File: src/inc/cst_pkg.sv
// constants, register map and carrier types for the core swap timing and trim registers
// assumes a single clock domain and a plain strobe register port
package cst_pkg;
   localparam int ADDR_W = 12;
   localparam int DATA_W = 8;
   localparam int DLY_W  = 5;
   localparam int CNT_W  = 7;

   localparam logic [ADDR_W-1:0] TRIM_B_ADDR  = 12'h07F;
   localparam logic [ADDR_W-1:0] TRIM_C_ADDR  = 12'h080;
   localparam logic [ADDR_W-1:0] TRIM_D_ADDR  = 12'h081;
   localparam logic [ADDR_W-1:0] OVERLAP_ADDR = 12'h09A;
   localparam logic [ADDR_W-1:0] MUXSEL_ADDR  = 12'h09B;
   localparam logic [ADDR_W-1:0] DITHER_ADDR  = 12'h09D;

   localparam logic [DLY_W-1:0]  OVERLAP_RST  = 5'h08;
   localparam logic [DLY_W-1:0]  MUXSEL_RST   = 5'h07;
   localparam logic [DATA_W-1:0] DITHER_RST   = 8'h00;
   localparam logic [DATA_W-1:0] READ_NONE    = 8'h00;
   localparam logic [CNT_W-1:0]  OVERLAP_BASE = 7'h04;
   localparam logic [CNT_W-1:0]  CNT_ONE      = 7'h01;
   localparam logic [CNT_W-1:0]  CNT_ZERO     = 7'h00;

   typedef enum logic [1:0] {ST_IDLE, ST_OVERLAP, ST_MUXWAIT} cst_state_t;

   typedef struct packed {
      logic [ADDR_W-1:0] addr;
      logic [DATA_W-1:0] wdata;
      logic              wr;
      logic              rd;
   } cst_bus_t;

   typedef struct packed {
      logic [DATA_W-1:0] trim_b;
      logic [DATA_W-1:0] trim_c;
      logic [DATA_W-1:0] trim_d;
   } cst_trim_t;

   // overlap length in conversion clock cycles: 4 + 2*value
   function automatic logic [CNT_W-1:0] overlap_len(input logic [DLY_W-1:0] v);
      return OVERLAP_BASE + {1'b0, v, 1'b0};
   endfunction
endpackage : cst_pkg

File: src/hw/cst_regs.sv
// register group and swap sequencer for core swap timing and termination trims
// assumes fuse values are stable while fuse_load is high, and one clock for everything
//
// The plain strobed port was left to the implementer.
module cst_regs
   import cst_pkg::*;
(
   input  wire logic             clock,
   input  wire logic             rst_n,
   input  wire cst_pkg::cst_bus_t bus,
   input  wire cst_pkg::cst_trim_t fuse_trim,
   input  wire logic             fuse_load,
   input  wire logic             swap_req,
   output logic [cst_pkg::DATA_W-1:0] rdata,
   output cst_pkg::cst_trim_t    trim_out,
   output logic [cst_pkg::DATA_W-1:0] dither_out,
   output logic                  overlap_active,
   output logic                  mux_sel,
   output logic                  swap_busy
);
   import cst_pkg::*;

   typedef struct packed {
      cst_trim_t         trim;
      logic [DLY_W-1:0]  overlap;
      logic [DLY_W-1:0]  muxsel;
      logic [DATA_W-1:0] dither;
      logic [DATA_W-1:0] rdata;
      cst_state_t        state;
      logic [CNT_W-1:0]  cnt;
      logic [DLY_W-1:0]  lat_muxsel;
      logic              overlap_on;
      logic              sel;
      logic              busy;
   } cst_st_t;

   cst_st_t s_reg;
   cst_st_t s_next;

   // one flag per mapped register; unmapped addresses leave all flags low
   typedef struct packed {
      logic trim_b;
      logic trim_c;
      logic trim_d;
      logic overlap;
      logic muxsel;
      logic dither;
   } cst_hit_t;

   // address decode shared by the write path, the read path and the checks
   function automatic cst_hit_t reg_hit(input logic [ADDR_W-1:0] a);
      cst_hit_t h;
      h = '0;
      if (a == TRIM_B_ADDR) begin
         h.trim_b = 1'b1;
      end else if (a == TRIM_C_ADDR) begin
         h.trim_c = 1'b1;
      end else if (a == TRIM_D_ADDR) begin
         h.trim_d = 1'b1;
      end else if (a == OVERLAP_ADDR) begin
         h.overlap = 1'b1;
      end else if (a == MUXSEL_ADDR) begin
         h.muxsel = 1'b1;
      end else if (a == DITHER_ADDR) begin
         h.dither = 1'b1;
      end
      return h;
   endfunction

   // decoded once so write and read paths can never disagree on the map
   cst_hit_t hit;
   assign hit = reg_hit(bus.addr);

   // register access, fuse preload and swap sequencing
   always_comb begin
      s_next = s_reg;
      s_next.rdata = READ_NONE;
      if (fuse_load) begin
         s_next.trim = fuse_trim;
      end else if (bus.wr) begin
         if (hit.trim_b) begin
            s_next.trim.trim_b = bus.wdata;
         end else if (hit.trim_c) begin
            s_next.trim.trim_c = bus.wdata;
         end else if (hit.trim_d) begin
            s_next.trim.trim_d = bus.wdata;
         end else if (hit.overlap) begin
            s_next.overlap = bus.wdata[DLY_W-1:0];
         end else if (hit.muxsel) begin
            s_next.muxsel = bus.wdata[DLY_W-1:0];
         end else if (hit.dither) begin
            s_next.dither = bus.wdata;
         end
      end
      // reserved bits 7:5 of the overlap and mux delay registers always read back zero
      if (bus.rd) begin
         if (hit.trim_b) begin
            s_next.rdata = s_reg.trim.trim_b;
         end else if (hit.trim_c) begin
            s_next.rdata = s_reg.trim.trim_c;
         end else if (hit.trim_d) begin
            s_next.rdata = s_reg.trim.trim_d;
         end else if (hit.overlap) begin
            s_next.rdata = {3'h0, s_reg.overlap};
         end else if (hit.muxsel) begin
            s_next.rdata = {3'h0, s_reg.muxsel};
         end else if (hit.dither) begin
            s_next.rdata = s_reg.dither;
         end
      end
      // delays are sampled only at swap start, so edits never tear a swap
      case (s_reg.state)
         ST_IDLE: begin
            if (swap_req) begin
               s_next.state      = ST_OVERLAP;
               s_next.cnt        = overlap_len(s_reg.overlap);
               s_next.lat_muxsel = s_reg.muxsel;
               s_next.overlap_on = 1'b1;
            end
         end
         ST_OVERLAP: begin
            if (s_reg.cnt == CNT_ONE) begin
               s_next.overlap_on = 1'b0;
               s_next.state      = ST_MUXWAIT;
               s_next.cnt        = {2'b00, s_reg.lat_muxsel};
            end else begin
               s_next.cnt = s_reg.cnt - CNT_ONE;
            end
         end
         ST_MUXWAIT: begin
            // mux flips after the programmed extra delay, only inside a swap
            if (s_reg.cnt == CNT_ZERO) begin
               s_next.sel   = ~s_reg.sel;
               s_next.state = ST_IDLE;
            end else begin
               s_next.cnt = s_reg.cnt - CNT_ONE;
            end
         end
         default: s_next.state = ST_IDLE;
      endcase
      // busy is registered so the output comes straight from a flop
      s_next.busy = (s_next.state != ST_IDLE);
   end

   // single state register, reset to documented defaults
   always_ff @(posedge clock or negedge rst_n) begin
      if (!rst_n) begin
         s_reg            <= '0;
         s_reg.overlap    <= OVERLAP_RST;
         s_reg.muxsel     <= MUXSEL_RST;
         s_reg.dither     <= DITHER_RST;
         s_reg.state      <= ST_IDLE;
      end else begin
         s_reg <= s_next;
      end
   end

   assign rdata          = s_reg.rdata;
   assign trim_out       = s_reg.trim;
   assign dither_out     = s_reg.dither;
   assign overlap_active = s_reg.overlap_on;
   assign mux_sel        = s_reg.sel;
   assign swap_busy      = s_reg.busy;

   // helper: count overlap cycles of the current swap
   logic [CNT_W-1:0] ov_cnt;
   logic [CNT_W-1:0] ov_len;
   always_ff @(posedge clock or negedge rst_n) begin
      if (!rst_n) begin
         ov_cnt <= CNT_ZERO;
         ov_len <= CNT_ZERO;
      end else if (s_reg.state == ST_IDLE && swap_req) begin
         ov_cnt <= CNT_ZERO;
         ov_len <= overlap_len(s_reg.overlap);
      end else if (s_reg.overlap_on) begin
         ov_cnt <= ov_cnt + CNT_ONE;
      end
   end

   // helper: count mux wait cycles of the current swap
   logic [CNT_W-1:0] mx_cnt;
   always_ff @(posedge clock or negedge rst_n) begin
      if (!rst_n) begin
         mx_cnt <= CNT_ZERO;
      end else if (s_reg.state == ST_OVERLAP && s_reg.cnt == CNT_ONE) begin
         mx_cnt <= CNT_ZERO;
      end else if (s_reg.state == ST_MUXWAIT) begin
         mx_cnt <= mx_cnt + CNT_ONE;
      end
   end
endmodule // cst_regs

File: config.mk
export PLATFORM = sky130hd
export DESIGN_NAME = cst_regs
export DESIGN_NICKNAME = d
export VERILOG_FILES = /design/src/inc/cst_pkg.sv /design/src/hw/cst_regs.sv
export SDC_FILE = /design/constraint.sdc
export NUM_CORES = 1
export LEC_CHECK = 0
export ABC_AREA = 1
export BUFFER_PORTS_ARGS = -buffer_cell sky130_fd_sc_hd__clkbuf_2
export CAP_MARGIN = 20
export CORE_MARGIN = 4
export CORE_UTILIZATION = 59
export CTS_CLUSTER_DIAMETER = 100
export DETAILED_ROUTE_END_ITERATION = 7
export PLACE_DENSITY = 0.86
export SYNTH_ARGS = -nofsm -noshare
export SYNTH_HDL_FRONTEND = slang
export SYNTH_SLANG_ARGS = --single-unit
File: constraint.sdc
create_clock -name clock -period 3.6 [get_ports clock]
set_clock_uncertainty 0.15 [all_clocks]
set_input_delay 1.08 -clock clock [delete_from_list [all_inputs] [get_ports clock]]
set_output_delay 1.08 -clock clock [all_outputs]
set_load 0.05 [all_outputs]
Word level (Yosys, flattened, before mapping)
Index checks and enable logic that the tools add are counted.
- add/subtract/negate cells: 2
- equal/unequal tests: 14
- mux-type cells: 40
- bitwise operators: 7
- reduce and logical (&&, ||, !) cells: 19
- operators by type and width (cell ; number):
    2-to-1 mux 8 bit ; 12
    == test 12 x 8 -> 1 bit (second input constant) ; 5
    2-to-1 mux 42 bit ; 1
    2-to-1 mux 34 bit ; 1
    2-to-1 mux 26 bit ; 1
    2-to-1 mux 24 bit ; 1
    one-hot mux 7 bit (3 select lines) ; 1
    2-to-1 mux 18 bit ; 1
    2-to-1 mux 15 bit ; 1
    2-to-1 mux 5 bit ; 3
    2-to-1 mux 7 bit ; 2
    2-to-1 mux 13 bit ; 1
    == test 12 x 7 -> 1 bit (second input constant) ; 1
    nonzero test 2 bit ; 6
    inequality test 2 bit (second input constant) ; 5
    AND reduction 3 bit ; 3
    2-to-1 mux 1 bit ; 8
    AND reduction 8 bit ; 1
    adder 3 x 6 -> 7 bit (first input constant) ; 1
    == test 7 x 1 -> 1 bit (second input constant) ; 1
    logical NOT 7 bit ; 1
    inverter 1 bit ; 7
    AND reduction 7 bit ; 1
    subtractor 7 x 1 -> 7 bit (second input constant) ; 1
    other kinds (12) ; 16
- register bits: 67
- output and inout bits: 43
- logic and storage cells: 95

Logic depth before layout (Yosys ltp)
Gate-level depths: netlist of the first run.
- depth after elaboration: 15
- mapped depth: 11
- mapped depth without buffers: 11

Worst setup path after synthesis of the first run
OpenSTA, ideal clock, no wires.
- path type: in2reg
- start: in bus[21] (netlist name)
- end: reg s_reg (netlist bit dither_out[3])
- data arrival time: 2045 ps
- data required time: 3332 ps
- slack: 1288 ps
- stages on the path: 7
- buffers on the path: 1
- cells stage by stage: nor2_1 -> nand2_2 -> nor4_4 -> nand2_4 -> buf_6 -> nand2_2 -> o21ai_2
- cells in the longest elaborated chain, start to end: 8
- RTL lines (element ; RTL line ; source):
    from (decl) ; cst_regs.sv:10 ; input wire cst_pkg::cst_bus_t bus,
    == test 12 x 8 -> 1 bit, on equally long branches ; cst_regs.sv:64, cst_regs.sv:62 ;
    2-to-1 mux 1 bit, on equally long branches ; cst_regs.sv:64, cst_regs.sv:62 ;
    2-to-1 mux 1 bit / 2-to-1 mux 2 bit (equally long branches) ; cst_regs.sv:62, cst_regs.sv:60 ;
    2-to-1 mux 2 bit / 2-to-1 mux 3 bit (equally long branches) ; cst_regs.sv:60, cst_regs.sv:58 ;
    2-to-1 mux 3 bit / 2-to-1 mux 4 bit (equally long branches) ; cst_regs.sv:58, cst_regs.sv:56 ;
    2-to-1 mux 4 bit / 2-to-1 mux 5 bit (equally long branches) ; cst_regs.sv:56, cst_regs.sv:54 ;
    2-to-1 mux 5 bit / inverter 1 bit (equally long branches) ; n/a ;
    AND reduction 8 bit (no line) (*) ; n/a ;
    to (signal assigned) ; cst_regs.sv:154 ; s_reg <= s_next;
    to (decl) ; cst_regs.sv:37 ; cst_st_t s_reg;
Every way passes the cells marked *; elsewhere a longest branch is shown, timed or not.
A chain may end at the register's enable or synchronous reset.

Worst setup path in the final report of the first run
- start: in fuse_load
- end: reg s_reg (netlist bit trim_out[9])
- cells in the longest elaborated chain, start to end: 2
- RTL lines (element ; RTL line ; source):
    from (decl) ; cst_regs.sv:12 ; input wire logic fuse_load,
    inequality test 2 bit (no line) / nonzero test 2 bit (equally long branches) ; n/a ;
    AND reduction 3 bit (no line) ; n/a ;
Parallel ways exist; a longest one is shown, timed or not.

==> results of run 1 <==
-- cell usage after synthesis, types with 7 or more instances --
cell / count / area share [%]
nand2_1: 157 / 14
dfrtp_1: 63 / 38
inv_1: 62 / 5.7
o21ai_0: 51 / 6.2
buf_4: 44 / 8.0
nand3_1: 42 / 5.1
nor2_1: 30 / 2.7
a21oi_1: 18 / 2.2
o21bai_1: 8 / 1.5
ha_1: 7 / 2.1
nand2_2: 7 / 1.1
nand4_1: 7 / 1.1
-- power by group through the flow --
stage                     sequential, mW  clock (mW)  combinational, mW
after floorplan                    0.945           0              0.557
after global placement             0.904           0              0.746
after detailed placement           0.908           0              0.769
after CTS                          0.894       0.645              0.771
after global routing               0.904       0.681              0.869
final                              0.895       0.636              0.776
-- layer usage --
metal	wire length [µm]	part of all wire, %	GRT usage [%]	vias to the layer above
met1	4570	42	34.4	1777
met2	5270	49	44.7	182
met5	0	0	0	-
met3	750	7.0	4.56	22
met4	208	1.9	8.67	0
li1	-	-	-	1826
-- worst max-delay path, cell delays in order --
cell      delay (ps)
clkbuf_2         330
nor2_2           640
nand2_1          240
o21ai_0          250
nand2_1           70
o21ai_0          100
-- through the flow --
stage                     setup WS, ps  std cells  hold WS, ps
after floorplan                   1290        548          299
after global placement             780        687          314
after detailed placement           717        687          317
after CTS                         1050        703          335
after global routing               888        703          348
final                              993        703          331
-- worst paths after layout --
path / cells after the start / to / slack (ps)
min reg2reg: 2 / s_reg[7] / 330
min: 2 / s_reg[7] / 330
max in group asynchronous: 2 / s_reg[41] / 2250
min in group asynchronous: 2 / mux_sel / 580
max reg2reg: 9 / s_reg[10] / 1560
max: 6 / trim_out[9] / 990
-- cells by family after synthesis --
kind of cell | count (synthesis) | share of synthesized area, %
simple gates | 261 | 28.4
buf+inv | 119 | 15.3
compound gates | 90 | 12.5
flops | 67 | 40.9
fa+ha+maj | 7 | 2.13
xor+xnor | 4 | 0.851
-- cell type report --
cell class,instances,area (µm²),share of cell area [%]
flip-flops and latches,67,1680,37.1
multi-input cells,362,1800,39.8
inverters,68,255,5.63
repair buffers,94,475,10.5
clock inverters,4,50.0,1.10
clock buffers,12,145,3.20
well taps,96,120,2.65
==> impl_summary.md, run 1 <==
STA
After layout, the worst path uses 72.4% of the clock period. The post-layout minimum cycle time is 2610 ps. The achievable frequency is 384 MHz. The worst max-slew margin expressed relative to the limit is 56.8%. At the pin with the least slew margin, the transition time is 648 ps. The max-slew violation total from the final report is 0. The number of hold violations in the final report is 0. For the final routed database, the setup TNS stands at 0 ps.

The final setup violation count is 0. Setup repair after global routing left no endpoint under its margin.

Clock tree
The number of clock sinks is 67. TritonCTS created 9 clock buffers. The clock input transition at the sequential cells of the worst setup and hold paths is 70 ps. After clock tree synthesis, the setup repair step added 0 buffers. The TritonCTS clock tree is done.

The number of gates resized after CTS was 0. The buffer depth of the longest clock path is 2. The clock tree synthesis step divided the H-tree into 3 levels.

Hold repair after CTS inserted 0 buffers. For the worst-skew pair, the clock arrives at the later sink with an insertion delay of 350 ps. The master cell of the clock root buffer is clkbuf_8.

Final layout
The area growth from synthesis to layout is 10.1%. The library cells used most frequently in the layout, excluding fill and tap cells, are nand2_1 (157), clkbuf_2 (92), dfrtp_1 (63). At the end of the flow, the number of nets in the layout was 659. Counting the fill cells in the layout gives 600. Cells fill 66.7% of the core in the end. The post-route netlist has 24.4% of its cells at a drive strength greater than 1. With fillers left out, the area of the finished cells amounts to 4530 µm². The diode insertion count for antenna repair is 0. The most common cell after layout, fill and taps aside is nand2_1.

Detailed routing
In the routed layout, each cell is associated on average with a via count of 5.42. In this run the remaining antenna-violating nets after routing total 0. The DRC violation count after routing is 0. The routed layout has 3807 vias. The routed wire length is 10800 µm.

The routed length per placed instance is 15.3 µm. In this run, the number of DRC markers left after iteration 0 of detailed routing was 311. The number of detailed-route iterations in the first pass is 6.

Run status
The run finished with clean final reports.

Setup path
The maximum fanout along the worst path is 26. At the worst endpoint, the arrival time is 2720 ps. The kind of end point of the critical path is a flip-flop. The first element of the critical path is fuse_load.

The startpoint class of the critical path is an input pin. By startpoint and endpoint, the worst setup path is classified as input pin to flip-flop. The endpoint required time on the critical path is 3710 ps.

In this run the critical register-to-register path is launched from s_reg[8].

Pwr
Net switching is 39.6% of the power. The clock network accounts for 27.6% of the total power. The power density normalized to cell area is 509 nW/µm². Summed over all cells, the static leakage comes to 2.42 nW.

The overall power is 2.31 mW. The peak supply drop is 0.000227 V. The combinational group share of total power is 33.6%.

The internal portion of the total power is 1.39 mW. The sequential fraction of design power is 38.8%. The switching power total is 914 µW.

Floorplan
After floorplanning, the core was sized to cover 6790 µm². In this run the count of I/O pins placed on the die edge is 93. The initial core utilization is 60.6%.

In this run the core area contains 30 standard-cell rows. The full die area is 8380 µm². The vertical die dimension is 91.5 µm.

The die is 91.5 µm wide.

Synth
The flop and latch count out of synthesis is 67. Of the synthesized area, sequential elements account for 40.9%. Yosys mapped the design onto 35 distinct sky130hd cell types. In this run the cell area of the synthesized design comes to 4120 µm².

The number of instances in the synthesized netlist is 548. The synthesized area per cell is 7.51 µm². In the synthesized netlist the async set-or-reset flop fraction comes to 100%.

The yosys synthesis warning count is 0. The most used flip-flop cell after synthesis is dfrtp_1. The number of nets in the synthesized netlist is 605.

The synthesized design contains 0 enable-type register cells.

Hold path
The tightest min-delay check is of the flip-flop to flip-flop type. The origin of the worst min-delay path is s_reg[7].

Placement
Summing all placed instances gives a cell area of 4340 µm². Routability-driven placement finished with a final weighted congestion of 0.924. The number of I/O port buffers is 92. The detailed placer's ending HPWL is 8200 µm.

GRT
Global routing finished with a remaining overflow of 0. Entering global routing, the biggest net connects 42 pins. The global-route wire length before repair is 17500 µm. The initial antenna violation count is 0.

The via count of the first global-routing pass is 3652. Global routing used 26.5% of the available tracks.

Run
The count of maximum capacitance violations is 0.
No activity file was read; power rests on OpenSTA's default activity.
==> inputs of run 2 (changes only) <==
ABC_AREA = 0   (was 1)
CORE_UTILIZATION = 49   (was 59)
PLACE_DENSITY = 0.77   (was 0.86)
clock period = 2.1 ns   (was 3.6 ns; I/O delays follow)
==> run 2 against run 1 <==
Compared with the run above: the flow now finishes with violations (setup timing); first-iteration DRC count fell by 2.6%; final cell count fell by 17%; critical path depth rose by 1; cell area rose by 9.5%; via count fell by 12%; non-clock buffer count rose by 41; core utilization fell by 2.2 points; register-to-register slack got worse by 1500 ps; combinational power fell by 38%; clock power rose by 130%; sequential share of layout area fell by 3.2 points; largest cell class unchanged; highest routed layer unchanged.
==> impl_summary.md, run 2 <==
Run status
The run finished, with violations left. The checks that failed: setup timing.

Detailed routing
In the routed design, unresolved DRC markers number 0. The routed wire length is 10500 µm. The routed length per placed instance is 17.9 µm. The final route contains 3338 vias. The number of detailed-route iterations in the first pass is 5.

Once detail routing completed, the nets flagged for antenna violations numbered 0. After detailed routing, the number of vias per cell comes to 5.69. The detailed router finished its first iteration with 303 violations.

GRT
The routing usage on met3 is 3.89%. The global-route wire length before repair is 17000 µm. The met2 usage in global routing is 33.7%.

The global routing stage identified its most utilized layer as met2. The initial antenna violation count is 0. Entering global routing, the biggest net connects 68 pins.

The leftover overflow at the end of global routing is 0. The via count of the first global-routing pass is 3264. Global routing used 22.6% of the available tracks across all layers. The met1 routing resource usage after global routing is 32.5%.

Run
The count of maximum capacitance violations is 0.

Setup path
The setup slack of the most critical reg-to-reg path is 90 ps. The start-to-end type of the worst setup path is input pin to flip-flop. Along the worst path, the maximum fanout reaches 4.

Data on the critical path is required at its endpoint by 2220 ps. The startpoint class of the critical path is an input pin. STA classifies the critical path endpoint as a flip-flop. The data arrival at the endpoint of the critical path is 2320 ps.

STA
The worst pin sits at a relative slew slack of 70.4%. Setup repair after global routing could not meet its margin everywhere. The setup slack of the critical path after layout is -103 ps. The ratio of final minimum period to clock period is 105%.

The sum of negative setup slack is -979 ps. The pin slew with the least headroom to its limit is 444 ps. The number of hold violations in the final report is 0.

The max-slew violation total from the final report was 0. Setup violations remaining at the end of the flow were counted as 18. Based on the critical path, the design can be clocked at up to 454 MHz. Subtracting the final worst setup slack from the clock period gives 2200 ps.

Floorplan
The initial core utilization is 50.4%. The die width is 96.9 µm. In this run the core area contains 32 standard-cell rows. In this run the standard cell core region covers 7690 µm². The vertical die dimension is 96.9 µm.

The I/O pin total is 93. The die covers 9390 µm².

Final layout
The library cell used most frequently in the layout, excluding fill and tap cells, is clkbuf_2. The finished cells cover 4960 µm². In the layout the commonest cells are clkbuf_2 (88), dfrtp_1 (63), nand2_1 (51).

After the last flow step, the layout net total stands at 537. The fraction of layout cells with a size suffix above 1 is 43.7%. The count of cells in the finished layout, fillers not included, comes to 587. The diode insertion count for antenna repair is 0.

Compared with the post-synthesis result, the final layout area differs by 28.1%.

Placement
The final weighted congestion in routability-driven placement is 0.936. In this run the tool buffered the top-level ports with 92 buffer cells. Detailed placement finished with a half-perimeter wire length of 7520 µm.

Summing all placed instances gives a cell area of 4430 µm². Including well taps, the total number of placed cells is 562.

Synth
The flop and latch count out of synthesis is 67. In the synthesized netlist, the cells that appear most often are dfrtp_1 (63), nand2_1 (52), buf_4 (41). Counting flops with a built-in enable in the synthesized netlist gives 0. Yosys instantiated no cell more often than dfrtp_1. A synthesized cell averages 9.95 µm².

The leading area contributor after synthesis is dfrtp_1. The fraction of post-synthesis cell area in the top cell type by area is 40.7%. The synthesized cell area is 3870 µm². Counting distinct cell types in the post-synthesis netlist gives 56. The proportion of synthesized chip area in sequential cells is 43.4%. By area the synthesized netlist is led by dfrtp_1 (41%), buf_4 (7.9%), mux2_2 (7.0%). Among all flip-flop cells after synthesis, the most frequent one is dfrtp_1. During synthesis, Yosys emitted a total of 0 warnings. For this run, asynchronously set or reset flops after synthesis account for 100%. The number of instances in the synthesized netlist is 389. The synthesized net count is 446.

Clock tree
The clock input transition at the sequential cells of the worst setup and hold paths is 80 ps. The total of hold buffers inserted after clock tree synthesis is 0. The H-tree generated during clock tree synthesis spans 3 levels.

CTS saw 67 sinks. The buffer depth of the longest clock path is 2. The master cell of the clock root buffer is clkbuf_8. Buffers inserted during clock tree synthesis total 9.

TritonCTS built the clock tree. The insertion delay of the later-clocked pin in the worst-skew pair is 360 ps.

Pwr
Cell internal power was estimated by the tool at 2.40 mW. The analysis attributes to net switching a power of 924 µW. The peak supply drop is 0.000452 V. The clock network burns 44.0% of the power. The static leakage is 2.44 nW.

The power density normalized to cell area is 670 nW/µm². In this run, the combinational gates consume 14.5% of the power. The sequential fraction of design power is 41.5%. The switching share of power is 27.8%. Total power for the finished layout comes to 3.33 mW.

Hold path
In this run the worst hold path is classified as input pin to asynchronous set/reset pin.
## run 2: worst paths after layout
| kind | from | end | depth (start not counted) |
|---|---|---|---|
| max in group asynchronous | rst_n | s_reg[35] | 2 |
| hold / removal | rst_n | trim_out[22] | 2 |
| hold reg to reg | mux_sel | mux_sel | 1 |
| setup / recovery | bus[14] | trim_out[14] | 7 |
| min in group clock | mux_sel | mux_sel | 1 |
| setup reg to reg | s_reg[9] | s_reg[10] | 7 |
## run 2: final cells by class
cell class / count / area [µm²]
inverters: 6 / 22.5
repair buffers: 135 / 890
multi-input cells: 261 / 1970
well taps: 102 / 128
clock buffers: 9 / 124
flip-flops and latches: 67 / 1680
fillers: 584 / 2730
clock inverters: 7 / 146
## run 2: per-layer routing
metal / up-vias / wire [µm]
li1: 1541 / -
met1: 1635 / 4760
met2: 141 / 4850
met3: 21 / 691
met4: 0 / 232
met5: - / 0
## run 2: stage by stage
step	util, %	setup slack [ps]	hold WS, ps
global route	64.5	-148	149
floorplan	-	-416	184
CTS	62.7	-95.9	138
detailed placement	57.6	-494	316
global placement	57.6	-418	312
finish	64.5	-103	116
## run 2: cell families (layout without fill, tap and decap cells)
logic type	Yosys count	in the layout	synth area share [%]
multiplexers	37	37	10.3
AND/OR/NAND/NOR	119	119	17.3
flip-flops	67	67	43.4
buffers and inverters	61	157	10.3
adder cells (fa/ha/maj)	7	7	2.26
AO/OA/AOI/OAI	95	95	15.7
XOR/XNOR	3	3	0.679
## run 2: repair_timing
action / 4_1_cts / 5_1_grt
buffers inserted: 7 / 2
endpoints found under the setup margin: 22 / 35
cloned: 0 / 0
gates resized for setup: 11 / 24
pin swaps: 6 / 21
## run 2: power groups by stage
stage          clock network (mW)  registers, mW  logic, mW
2_1_floorplan                   0           1.38      0.333
3_3_place_gp                    0           1.40      0.447
3_5_place_dp                    0           1.40      0.453
4_1_cts                      1.48           1.37      0.462
5_1_grt                      1.54           1.38      0.512
6_report                     1.46           1.38      0.483
## run 2: worst max-delay path: stages
cell and delay [ps]:
buf_6 90, or4_4 540, or3_4 420, buf_8 150, nor2_4 140, a31oi_1 120, a21oi_1 230
